<file path="config.mk">
export PLATFORM = sky130hd
export DESIGN_NAME = lss_slave
export DESIGN_NICKNAME = d
export VERILOG_FILES = /design/src/pkg/lss_pkg.sv /design/src/rtl/lss_slave.sv
export SDC_FILE = /design/constraint.sdc
export NUM_CORES = 1
export LEC_CHECK = 0
export BUFFER_PORTS_ARGS = -buffer_cell sky130_fd_sc_hd__buf_4
export CORE_ASPECT_RATIO = 0.9
export CORE_MARGIN = 2
export CORE_UTILIZATION = 60
export DETAILED_ROUTE_END_ITERATION = 7
export PLACE_DENSITY = 0.88
export SETUP_SLACK_MARGIN = 0.05
export SLEW_MARGIN = 30
export SYNTH_ARGS = -nofsm -noshare
export SYNTH_HDL_FRONTEND = slang
export SYNTH_SLANG_ARGS = --single-unit
</file>
<file path="constraint.sdc">
create_clock -name clk -period 6.8 [get_ports clk]
set_input_delay 0.34 -clock clk [delete_from_list [all_inputs] [get_ports clk]]
set_output_delay 0.34 -clock clk [all_outputs]
set_load 0.03 [all_outputs]
</file>
<file path="src/pkg/lss_pkg.sv">
/*
 * Constants and types shared by the legacy SPI slave and its buffers.
 * Assumes a master that runs the twelve-edge legacy frame on rising SCLK.
 */
package lss_pkg;

    localparam int LSS_DATA_W = 8;
    localparam int LSS_FIFO_DEPTH = 4;

    // Edge numbers inside one frame; edge 0 carries the start bit
    localparam logic [3:0] LSS_EDGE_START = 4'h1;
    localparam logic [3:0] LSS_EDGE_DIR = 4'h1;
    localparam logic [3:0] LSS_EDGE_TARGET = 4'h2;
    localparam logic [3:0] LSS_EDGE_LAST_DATA = 4'hA;
    localparam logic [3:0] LSS_EDGE_END = 4'hB;

    // Setup bit values
    localparam logic LSS_DIR_READ = 1'b1;
    localparam logic LSS_TARGET_STATUS = 1'b1;

    // Trailing status bit values
    localparam logic LSS_RD_NEW = 1'b0;
    localparam logic LSS_RD_OLD = 1'b1;
    localparam logic LSS_WR_ACCEPT = 1'b0;
    localparam logic LSS_WR_REJECT = 1'b1;
    localparam logic LSS_STAT_TRAIL = 1'b0;

    // Status byte field positions
    localparam int LSS_ST_RX_FULL = 0;
    localparam int LSS_ST_TX_EMPTY = 1;
    localparam int LSS_ST_RXF_IRQ_EN = 4;
    localparam int LSS_ST_TXE_IRQ_EN = 5;
    localparam logic [7:0] LSS_STATUS_RESET = 8'h00;

    typedef enum logic [1:0] {
        LSS_IDLE,
        LSS_SETUP,
        LSS_DATA,
        LSS_TAIL
    } lss_phase_t;

    typedef struct packed {
        logic sclk_s1;
        logic sclk_s2;
        logic sclk_prev;
        logic mosi_s1;
        logic mosi_s2;
        logic ss_s1;
        logic ss_s2;
        lss_phase_t phase;
        logic [3:0] edge_cnt;
        logic dir;
        logic target;
        logic fresh;
        logic [7:0] shift;
        logic [7:0] cur_byte;
        logic [7:0] last_byte;
        logic miso;
        logic miso_oe;
        logic rx_push;
        logic [7:0] rx_byte;
        logic tx_pop;
        logic busy;
    } lss_state_t;

endpackage : lss_pkg

</file>
<file path="src/rtl/lss_slave.sv">
/*
 * Legacy four-wire SPI slave with its receive and transmit byte buffers.
 * Assumes clk well above the SCLK rate; SCLK, MOSI and SS are asynchronous
 * and are synchronised here before any logic reads them.
 */
`timescale 1ns/1ps

module lss_fifo #(
    parameter int WIDTH = 8,
    parameter int DEPTH = 4
) (
    input wire logic clk,
    input wire logic rst_b,
    input wire logic [WIDTH-1:0] in_data,
    input wire logic in_valid,
    output logic in_ready,
    output logic [WIDTH-1:0] out_data,
    output logic out_valid,
    input wire logic out_ready
);
    localparam int CW = $clog2(DEPTH + 1);
    localparam logic [CW-1:0] FULL_COUNT = CW'(DEPTH);

    typedef struct packed {
        logic [DEPTH-1:0][WIDTH-1:0] mem;
        logic [CW-1:0] count;
        logic out_vld;
        logic in_rdy;
    } lss_fifo_state_t;

    localparam lss_fifo_state_t FIFO_RESET = '{
        mem: '0,
        count: '0,
        out_vld: 1'b0,
        in_rdy: 1'b1
    };

    lss_fifo_state_t r_reg;
    lss_fifo_state_t r_next;

    // Head always sits in entry 0 so the output is a plain flop
    always_comb begin
        logic push;
        logic pop;
        logic [CW-1:0] wr_pos;
        push = 1'b0;
        pop = 1'b0;
        wr_pos = '0;
        r_next = r_reg;
        push = in_valid & r_reg.in_rdy;
        pop = out_ready & r_reg.out_vld;
        if (pop) begin
            for (int i = 0; i < DEPTH - 1; i++) begin
                r_next.mem[i] = r_reg.mem[i+1];
            end
        end
        wr_pos = r_reg.count - CW'(pop);
        if (push) begin
            r_next.mem[wr_pos] = in_data;
        end
        r_next.count = r_reg.count + CW'(push) - CW'(pop);
        r_next.out_vld = (r_next.count != '0);
        r_next.in_rdy = (r_next.count != FULL_COUNT);
    end

    always_ff @(posedge clk or negedge rst_b) begin
        if (!rst_b) begin
            r_reg <= FIFO_RESET;
        end else begin
            r_reg <= r_next;
        end
    end

    assign in_ready = r_reg.in_rdy;
    assign out_valid = r_reg.out_vld;
    assign out_data = r_reg.mem[0];

endmodule : lss_fifo

// Behaviour
// Master polls transmit buffer regularly, first
// Data Read shifts buffer byte then status
// Read status 0 new and popped, 1 old
// Master discards old bytes and repeats reads
// Status bit held until next SCLK rise
// Master keeps select high through Data Read
// Twelve-edge frame; start needs MOSI, select high
// Data Write: eight bits in, status out
// Master captures write status every time
// Write status 0 accepted, 1 buffer full
// Master resends rejected byte until accepted
// Status Read shifts status byte, trailing zero
// Status bit0 receive full, bit1 transmit empty
// Bits 4,5 interrupt enables; others zero
// Master trusts Status Read only in-frame
// Setup bits select read, status, write
// Select active high; drop between data frames
// One byte per frame, MSB first
// All pins referenced to rising SCLK
// Empty read repeats last byte, no change
// Unused or aborted frames change no buffers; a Data Write whose select drops after edge 10 still pushes its byte
module lss_slave
    import lss_pkg::*;
#(
    parameter int DATA_W = LSS_DATA_W,
    parameter int FIFO_DEPTH = LSS_FIFO_DEPTH
) (
    input wire logic clk,
    input wire logic rst_b,
    input wire logic spi_sclk,
    input wire logic spi_mosi,
    input wire logic spi_ss,
    output logic spi_miso,
    output logic spi_miso_oe,
    input wire logic rx_full_irq_enable,
    input wire logic tx_empty_irq_enable,
    output logic [7:0] rx_data,
    output logic rx_valid,
    input wire logic rx_ready,
    input wire logic [7:0] tx_data,
    input wire logic tx_valid,
    output logic tx_ready,
    output logic frame_busy
);
    lss_state_t s_reg;
    lss_state_t s_next;

    logic rx_in_ready;
    logic [7:0] tx_head;
    logic tx_head_valid;

    // Receive buffer: filled by Data Write, drained by the user side
    lss_fifo #(
        .WIDTH(DATA_W),
        .DEPTH(FIFO_DEPTH)
    ) u_rx_fifo (
        .clk(clk),
        .rst_b(rst_b),
        .in_data(s_reg.rx_byte),
        .in_valid(s_reg.rx_push),
        .in_ready(rx_in_ready),
        .out_data(rx_data),
        .out_valid(rx_valid),
        .out_ready(rx_ready)
    );

    // Transmit buffer: filled by the user side, drained by Data Read
    lss_fifo #(
        .WIDTH(DATA_W),
        .DEPTH(FIFO_DEPTH)
    ) u_tx_fifo (
        .clk(clk),
        .rst_b(rst_b),
        .in_data(tx_data),
        .in_valid(tx_valid),
        .in_ready(tx_ready),
        .out_data(tx_head),
        .out_valid(tx_head_valid),
        .out_ready(s_reg.tx_pop)
    );

    always_comb begin
        logic rise;
        logic [7:0] status_byte;
        logic [7:0] wr_byte;
        rise = 1'b0;
        status_byte = LSS_STATUS_RESET;
        wr_byte = '0;
        s_next = s_reg;

        // First stages feed only the second stages
        s_next.sclk_s1 = spi_sclk;
        s_next.sclk_s2 = s_reg.sclk_s1;
        s_next.sclk_prev = s_reg.sclk_s2;
        s_next.mosi_s1 = spi_mosi;
        s_next.mosi_s2 = s_reg.mosi_s1;
        s_next.ss_s1 = spi_ss;
        s_next.ss_s2 = s_reg.ss_s1;

        // Buffer strobes last one clk; the buffers are only touched here
        s_next.rx_push = 1'b0;
        s_next.tx_pop = 1'b0;

        // Bits 2, 3, 6 and 7 stay zero from the reset constant
        status_byte[LSS_ST_RX_FULL] = ~rx_in_ready;
        status_byte[LSS_ST_TX_EMPTY] = ~tx_head_valid;
        status_byte[LSS_ST_RXF_IRQ_EN] = rx_full_irq_enable;
        status_byte[LSS_ST_TXE_IRQ_EN] = tx_empty_irq_enable;

        wr_byte = {s_reg.shift[6:0], s_reg.mosi_s2};
        rise = s_reg.sclk_s2 & ~s_reg.sclk_prev;

        if (rise) begin
            unique case (s_reg.phase)
                LSS_IDLE: begin
                    if (s_reg.ss_s2 && s_reg.mosi_s2) begin
                        s_next.phase = LSS_SETUP;
                        s_next.edge_cnt = LSS_EDGE_START;
                    end
                end
                LSS_SETUP: begin
                    if (!s_reg.ss_s2) begin
                        // Early drop: nothing was committed yet
                        s_next.phase = LSS_IDLE;
                    end else if (s_reg.edge_cnt == LSS_EDGE_DIR) begin
                        s_next.dir = s_reg.mosi_s2;
                        s_next.edge_cnt = LSS_EDGE_TARGET;
                    end else begin
                        s_next.target = s_reg.mosi_s2;
                        s_next.edge_cnt = s_reg.edge_cnt + 4'h1;
                        s_next.phase = LSS_DATA;
                        s_next.shift = '0;
                        if (s_reg.dir == LSS_DIR_READ) begin
                            if (s_reg.mosi_s2 == LSS_TARGET_STATUS) begin
                                s_next.cur_byte = status_byte;
                                s_next.fresh = 1'b1;
                            end else if (tx_head_valid) begin
                                s_next.cur_byte = tx_head;
                                s_next.fresh = 1'b1;
                            end else begin
                                s_next.cur_byte = s_reg.last_byte;
                                s_next.fresh = 1'b0;
                            end
                            // Drive MSB now so it is stable at edge 3
                            s_next.miso = s_next.cur_byte[7];
                            s_next.shift = {s_next.cur_byte[6:0], 1'b0};
                            s_next.miso_oe = 1'b1;
                        end
                    end
                end
                LSS_DATA: begin
                    if (!s_reg.ss_s2) begin
                        s_next.phase = LSS_IDLE;
                        s_next.miso = 1'b0;
                        s_next.miso_oe = 1'b0;
                    end else if (s_reg.edge_cnt == LSS_EDGE_LAST_DATA) begin
                        s_next.phase = LSS_TAIL;
                        s_next.edge_cnt = LSS_EDGE_END;
                        s_next.miso_oe = 1'b1;
                        if (s_reg.dir == LSS_DIR_READ) begin
                            if (s_reg.target == LSS_TARGET_STATUS) begin
                                s_next.miso = LSS_STAT_TRAIL;
                            end else if (s_reg.fresh) begin
                                s_next.miso = LSS_RD_NEW;
                            end else begin
                                s_next.miso = LSS_RD_OLD;
                            end
                        end else if (s_reg.target == LSS_TARGET_STATUS) begin
                            // Unused encoding: refused, buffer untouched
                            s_next.miso = LSS_WR_REJECT;
                        end else if (rx_in_ready) begin
                            s_next.rx_byte = wr_byte;
                            s_next.rx_push = 1'b1;
                            s_next.miso = LSS_WR_ACCEPT;
                        end else begin
                            s_next.miso = LSS_WR_REJECT;
                        end
                    end else begin
                        s_next.edge_cnt = s_reg.edge_cnt + 4'h1;
                        if (s_reg.dir == LSS_DIR_READ) begin
                            s_next.miso = s_reg.shift[7];
                            s_next.shift = {s_reg.shift[6:0], 1'b0};
                        end else begin
                            s_next.shift = wr_byte;
                        end
                    end
                end
                LSS_TAIL: begin
                    // Status bit stood until this edge; release MISO
                    s_next.phase = LSS_IDLE;
                    s_next.miso = 1'b0;
                    s_next.miso_oe = 1'b0;
                    // Pop only once the master has seen the whole frame
                    if (s_reg.ss_s2 && s_reg.dir == LSS_DIR_READ &&
                        s_reg.target != LSS_TARGET_STATUS &&
                        s_reg.fresh) begin
                        s_next.tx_pop = 1'b1;
                        s_next.last_byte = s_reg.cur_byte;
                    end
                end
            endcase
        end

        // Registered copy, so the busy pin comes straight from a flop
        s_next.busy = (s_next.phase != LSS_IDLE);
    end

    // Reset loads constants only; idle SCLK low gives no false rise
    always_ff @(posedge clk or negedge rst_b) begin
        if (!rst_b) begin
            s_reg <= '0;
        end else begin
            s_reg <= s_next;
        end
    end

    assign spi_miso = s_reg.miso;
    assign spi_miso_oe = s_reg.miso_oe;
    assign frame_busy = s_reg.busy;

endmodule : lss_slave

</file>
# == Word-level counts from Yosys, hierarchy flattened ==
# Index checks and enable logic that the tools add are counted.
# Widths: inputs -> output; s select.
# totals
regBits,127
input_bits,17
output_inout_bits,13
wordCells,151
# classes
add_sub_neg,7
n_lt_le_gt_ge,4
n_eq_ne,15
mux,57
bitwise,11
n_reduce_logical,22
# op_table
cell,n
$mux 24,4
$mux 8,9
$bwmux 32,2
$mux 45,1
$mux 9,5
$demux 8 s2,2
$mux 23,1
$mux 18,1
$reduce_and 6->1,3
$mux 17,1
$mux 2,8
$pmux 8 s2,1
$mux 1,13
$mux 4,3
$ne 2x2->1 const B,6
$pmux 4 s3,1
$reduce_bool 3->1,4
$sub 3x1->3,4
$mux 10,1
$reduce_and 5->1,2
$ne 3x3->1 const B,3
$pmux 2 s4,1
$reduce_and 4->1,2
$reduce_and 7->1,1
18 further kinds,37

# == Longest topological paths before layout ==
# logic_depth
depth_word,8
depth_mapped,11

# == By module ==
# From an unflattened synthesis, not the netlist that was laid out.
# hier_totals
cells_unflattened,725
hier_area_um2,7533.5
# modules_own_cells
module,n_inst,cells_per_inst,area_each_um2
lss_slave,1,224,2623.8
lss_fifo (u_tx_fifo),1,251,2513.7
lss_fifo (u_rx_fifo),1,250,2396.0

# == Worst setup path after synthesis ==
# OpenSTA, ideal clock, no wires.
# synth_timing
kind,reg-to-reg
from,reg u_tx_fifo.r_reg (netlist bit u_tx_fifo.out_valid)
to,reg u_tx_fifo.r_reg[19] (netlist name)
setup_time_ns,0.128
arrival_ns,2.613
required_ns,6.672
setup_slack_ns,4.059
stages_incl_launch_ff,11
synth_period_minus_slack_ns,2.741
cell_sequence,dfrtp_1 -> buf_2 -> nand2_1 -> buf_2 -> inv_1 -> ha_1 -> inv_1 -> ha_1 -> nor4_1 -> buf_2 -> o21ai_0
# synth_rtl
element,line,text
"start, declared",lss_slave.sv:38,lss_fifo_state_t r_reg;
"start signal, assigned",lss_slave.sv:70,r_reg <= r_next;

==> results.toml <==
[clocking]
cts_tree = "built"
clk_pin_slew_ns = 0.06
h-tree-depth = 4
cts_buffers = 17
cts_resized = 0
clkLatencyLatePin_ns = 0.41
clock-sinks = 127
cts_root_buffer = "clkbuf_16"
clockBufferDepth = 2

[setup_path]
crit_required_ns = 7.13
crit_path_frequent_cell = "ha_1"
crit_type = "reg2reg"
cp-end-kind = "flop"
cpPeakStageDelay_ns = 0.58
worst_setup_path_start_kind = "flop"
path_cells = "nand2_1 > buf_4 > inv_1 > ha_1 > ha_1 > xor2_1 > nand4b_1 > nor2_1 > a21oi_1"
arrival_ns = 3.40
cp_slowest_cell = "xor2_1"
crit_fanout = 25

[layout]
num_antenna_cells = 0
drive_above_1_share_pct = 22.18
most-common-layout-cells = "dfrtp_1 (125), mux2i_1 (55), nand2_1 (53), o21ai_0 (42), nor2_1 (42)"
largest_register_ffs = 46
syn_to_final_growth_pct = 14.99
layout_commonest_cell = "dfrtp_1"
finalNetCount = 590
final_area_mm2 = 0.006998
final_util_pct = 71.52

[yosys]
netlist_area_mm2 = 0.006086
yosysWarningCount = 0
synth_top_family_by_area = "multiplexers"
avgSynthCellArea_um2 = 11.40
synth_xor_area_share_pct = 1.007
netlist_instances = 534
async_flop_share_pct = 100.0
synthSimpleGateAreaFrac_pct = 11.53
yosys.area_share.adder_pct = 3.947
yosysSeqAreaShare_pct = 52.26
ys_seq_elements = 127
muxShareOfSynthArea_pct = 16.63
synth_cell_type_count = 62
syn-num-nets = 569
yosys_most_used_dff = "dfrtp_1"
synth-edff-count = 0
synth_compound_area_share_pct = 10.16

[timing]
min_period_over_period_pct = 45.13
maxSlewViolCount = 0
relSlewSlack_pct = 39.14
worst_pin_slew_ns = 0.9130
skew_ns = 0.008380
rsz0062_at_grt = "false"
setup_viol = 0
fin_crit_ns = 3.069
final_hold_viol_count = 0
setup_ws_ns = 3.731
fmax_mhz = 325.8
whs_ns = 0.03204
finalSetupTns_ns = 0

[die]
die_w_um = 110.2
start_util_pct = 62.20
row_count = 34
die_h_um = 99.55
core_mm2 = 0.009784
io-pin-count = 30
dieArea_mm2 = 0.01097

[global_routing]
grt_overflow = 0
grt_pass1_wl_um = 20240
grt_usage_pct = 24.05
grt_max_degree = 73
grt_pass1_vias = 4190
antenna_found_initial = 0

[power]
sw_frac_of_total_pct = 31.29
switching_power_w = 0.0007874
irDropWorstVdd_mv = 0.2219
power_leakage_nw = 3.381
seqPwrFrac_pct = 38.9
clkPwrFrac_pct = 38.2
pwr-share-comb_pct = 22.9
p_int_w = 0.001729
powerDensity_mw_per_mm2 = 359.6

[status]
status = "complete, no violations"

[detailed_routing]
wl_um = 11930
dr.pass1.iters = 5
routed_via_density = 5.986
ant_nets = 0
wl_per_cell_um = 17.19
vias = 4154
drc_errors = 0
first_iter_violations = 360

[placed_design]
io_buffers = 29
dp_slack_ns = 3.781
hpwl_um = 7582
place_congestion = 0.8763
placed_area_mm2 = 0.006349

[min_path]
hold_class = "in2reg"

[run]
maxCapViolations = 0
## cell usage after synthesis (all sizes together) (4+ instances only)
cell | instances | area, um2
nand2b | 6 | 45.04
xor2 | 4 | 35.03
nor3b | 4 | 35.03
buf | 24 | 161.4
o21ai | 45 | 225.2
dfrtp | 125 | 3128
nor2 | 43 | 163.9
inv | 22 | 82.58
or4 | 4 | 33.78
mux2 | 41 | 461.7
a21oi | 26 | 137.6
mux2i | 55 | 550.5
nor3 | 4 | 20.02
ha | 16 | 200.2
nor4 | 6 | 58.80
clkbuf | 7 | 27.52
nand2 | 53 | 198.9
a22oi | 4 | 30.03
## per-layer routing
layer,global-route usage (%),vias to the layer above,share of wire (%)
met1,31.46,2095,43
met5,0,-,0
met2,38.46,119,50
met4,11.06,0,2.0
li1,-,1914,-
met3,5.111,26,4.4
## critical path: cells and delay by family, from the launching register on
family / cells / cell delay, ns
buffers and inverters: 2 / 0.48
adder cells (fa/ha/maj): 2 / 0.45
AND/OR/NAND/NOR: 3 / 0.79
AO/OA/AOI/OAI: 1 / 0.14
flip-flops: 1 / 0.54
XOR/XNOR: 1 / 0.58
## through the flow
step,total power [W],instances
after global placement,0.001481,661
after floorplan,0.001361,534
final,0.002517,694
after CTS,0.002526,694
after global routing,0.002634,694
after detailed placement,0.001541,661
## what timing repair did
item	4_1_cts	5_1_grt
setup buffers	0	0
endpoints found under the hold margin	53	0
hold buffers	1	0
## final timing paths
kind                                      from                    end  slack, ns  cells past startpoint
setup / recovery           u_tx_fifo.out_valid    u_tx_fifo.r_reg[26]       3.73                      9
hold / removal                        spi_sclk             s_next[51]       0.03                      1
setup reg to reg           u_tx_fifo.out_valid    u_tx_fifo.r_reg[26]       3.73                      9
hold reg to reg                     s_next[51]             s_next[50]       0.35                      0
max in group asynchronous                rst_b              s_reg[28]       5.23                      3
min in group asynchronous                rst_b  u_rx_fifo.out_data[1]       0.52                      2
## logic make-up after synthesis
group | count (synthesis)
compound gates | 97
xor+xnor | 7
fa+ha+maj | 18
buf+inv | 53
flops | 127
mux | 96
simple gates | 136
## final cells by class
type / instances / area (um2)
flip-flops and latches: 127 / 3181
fillers: 625 / 2786
multi-input cells: 354 / 2688
clock buffers: 17 / 425.4
repair buffers: 33 / 254.0
clock inverters: 15 / 210.2
well taps: 126 / 157.7
inverters: 22 / 82.58
## power groups by stage
stage               Combinational, W  Clock, W  Sequential (W)
CTS                         0.000577  0.000973        0.000976
finish                      0.000577  0.000961        0.000978
global route                0.000631   0.00101        0.000992
global placement            0.000503         0        0.000978
detailed placement          0.000557         0        0.000983
floorplan                   0.000390         0        0.000971
Power figures use the tool's default switching activity.
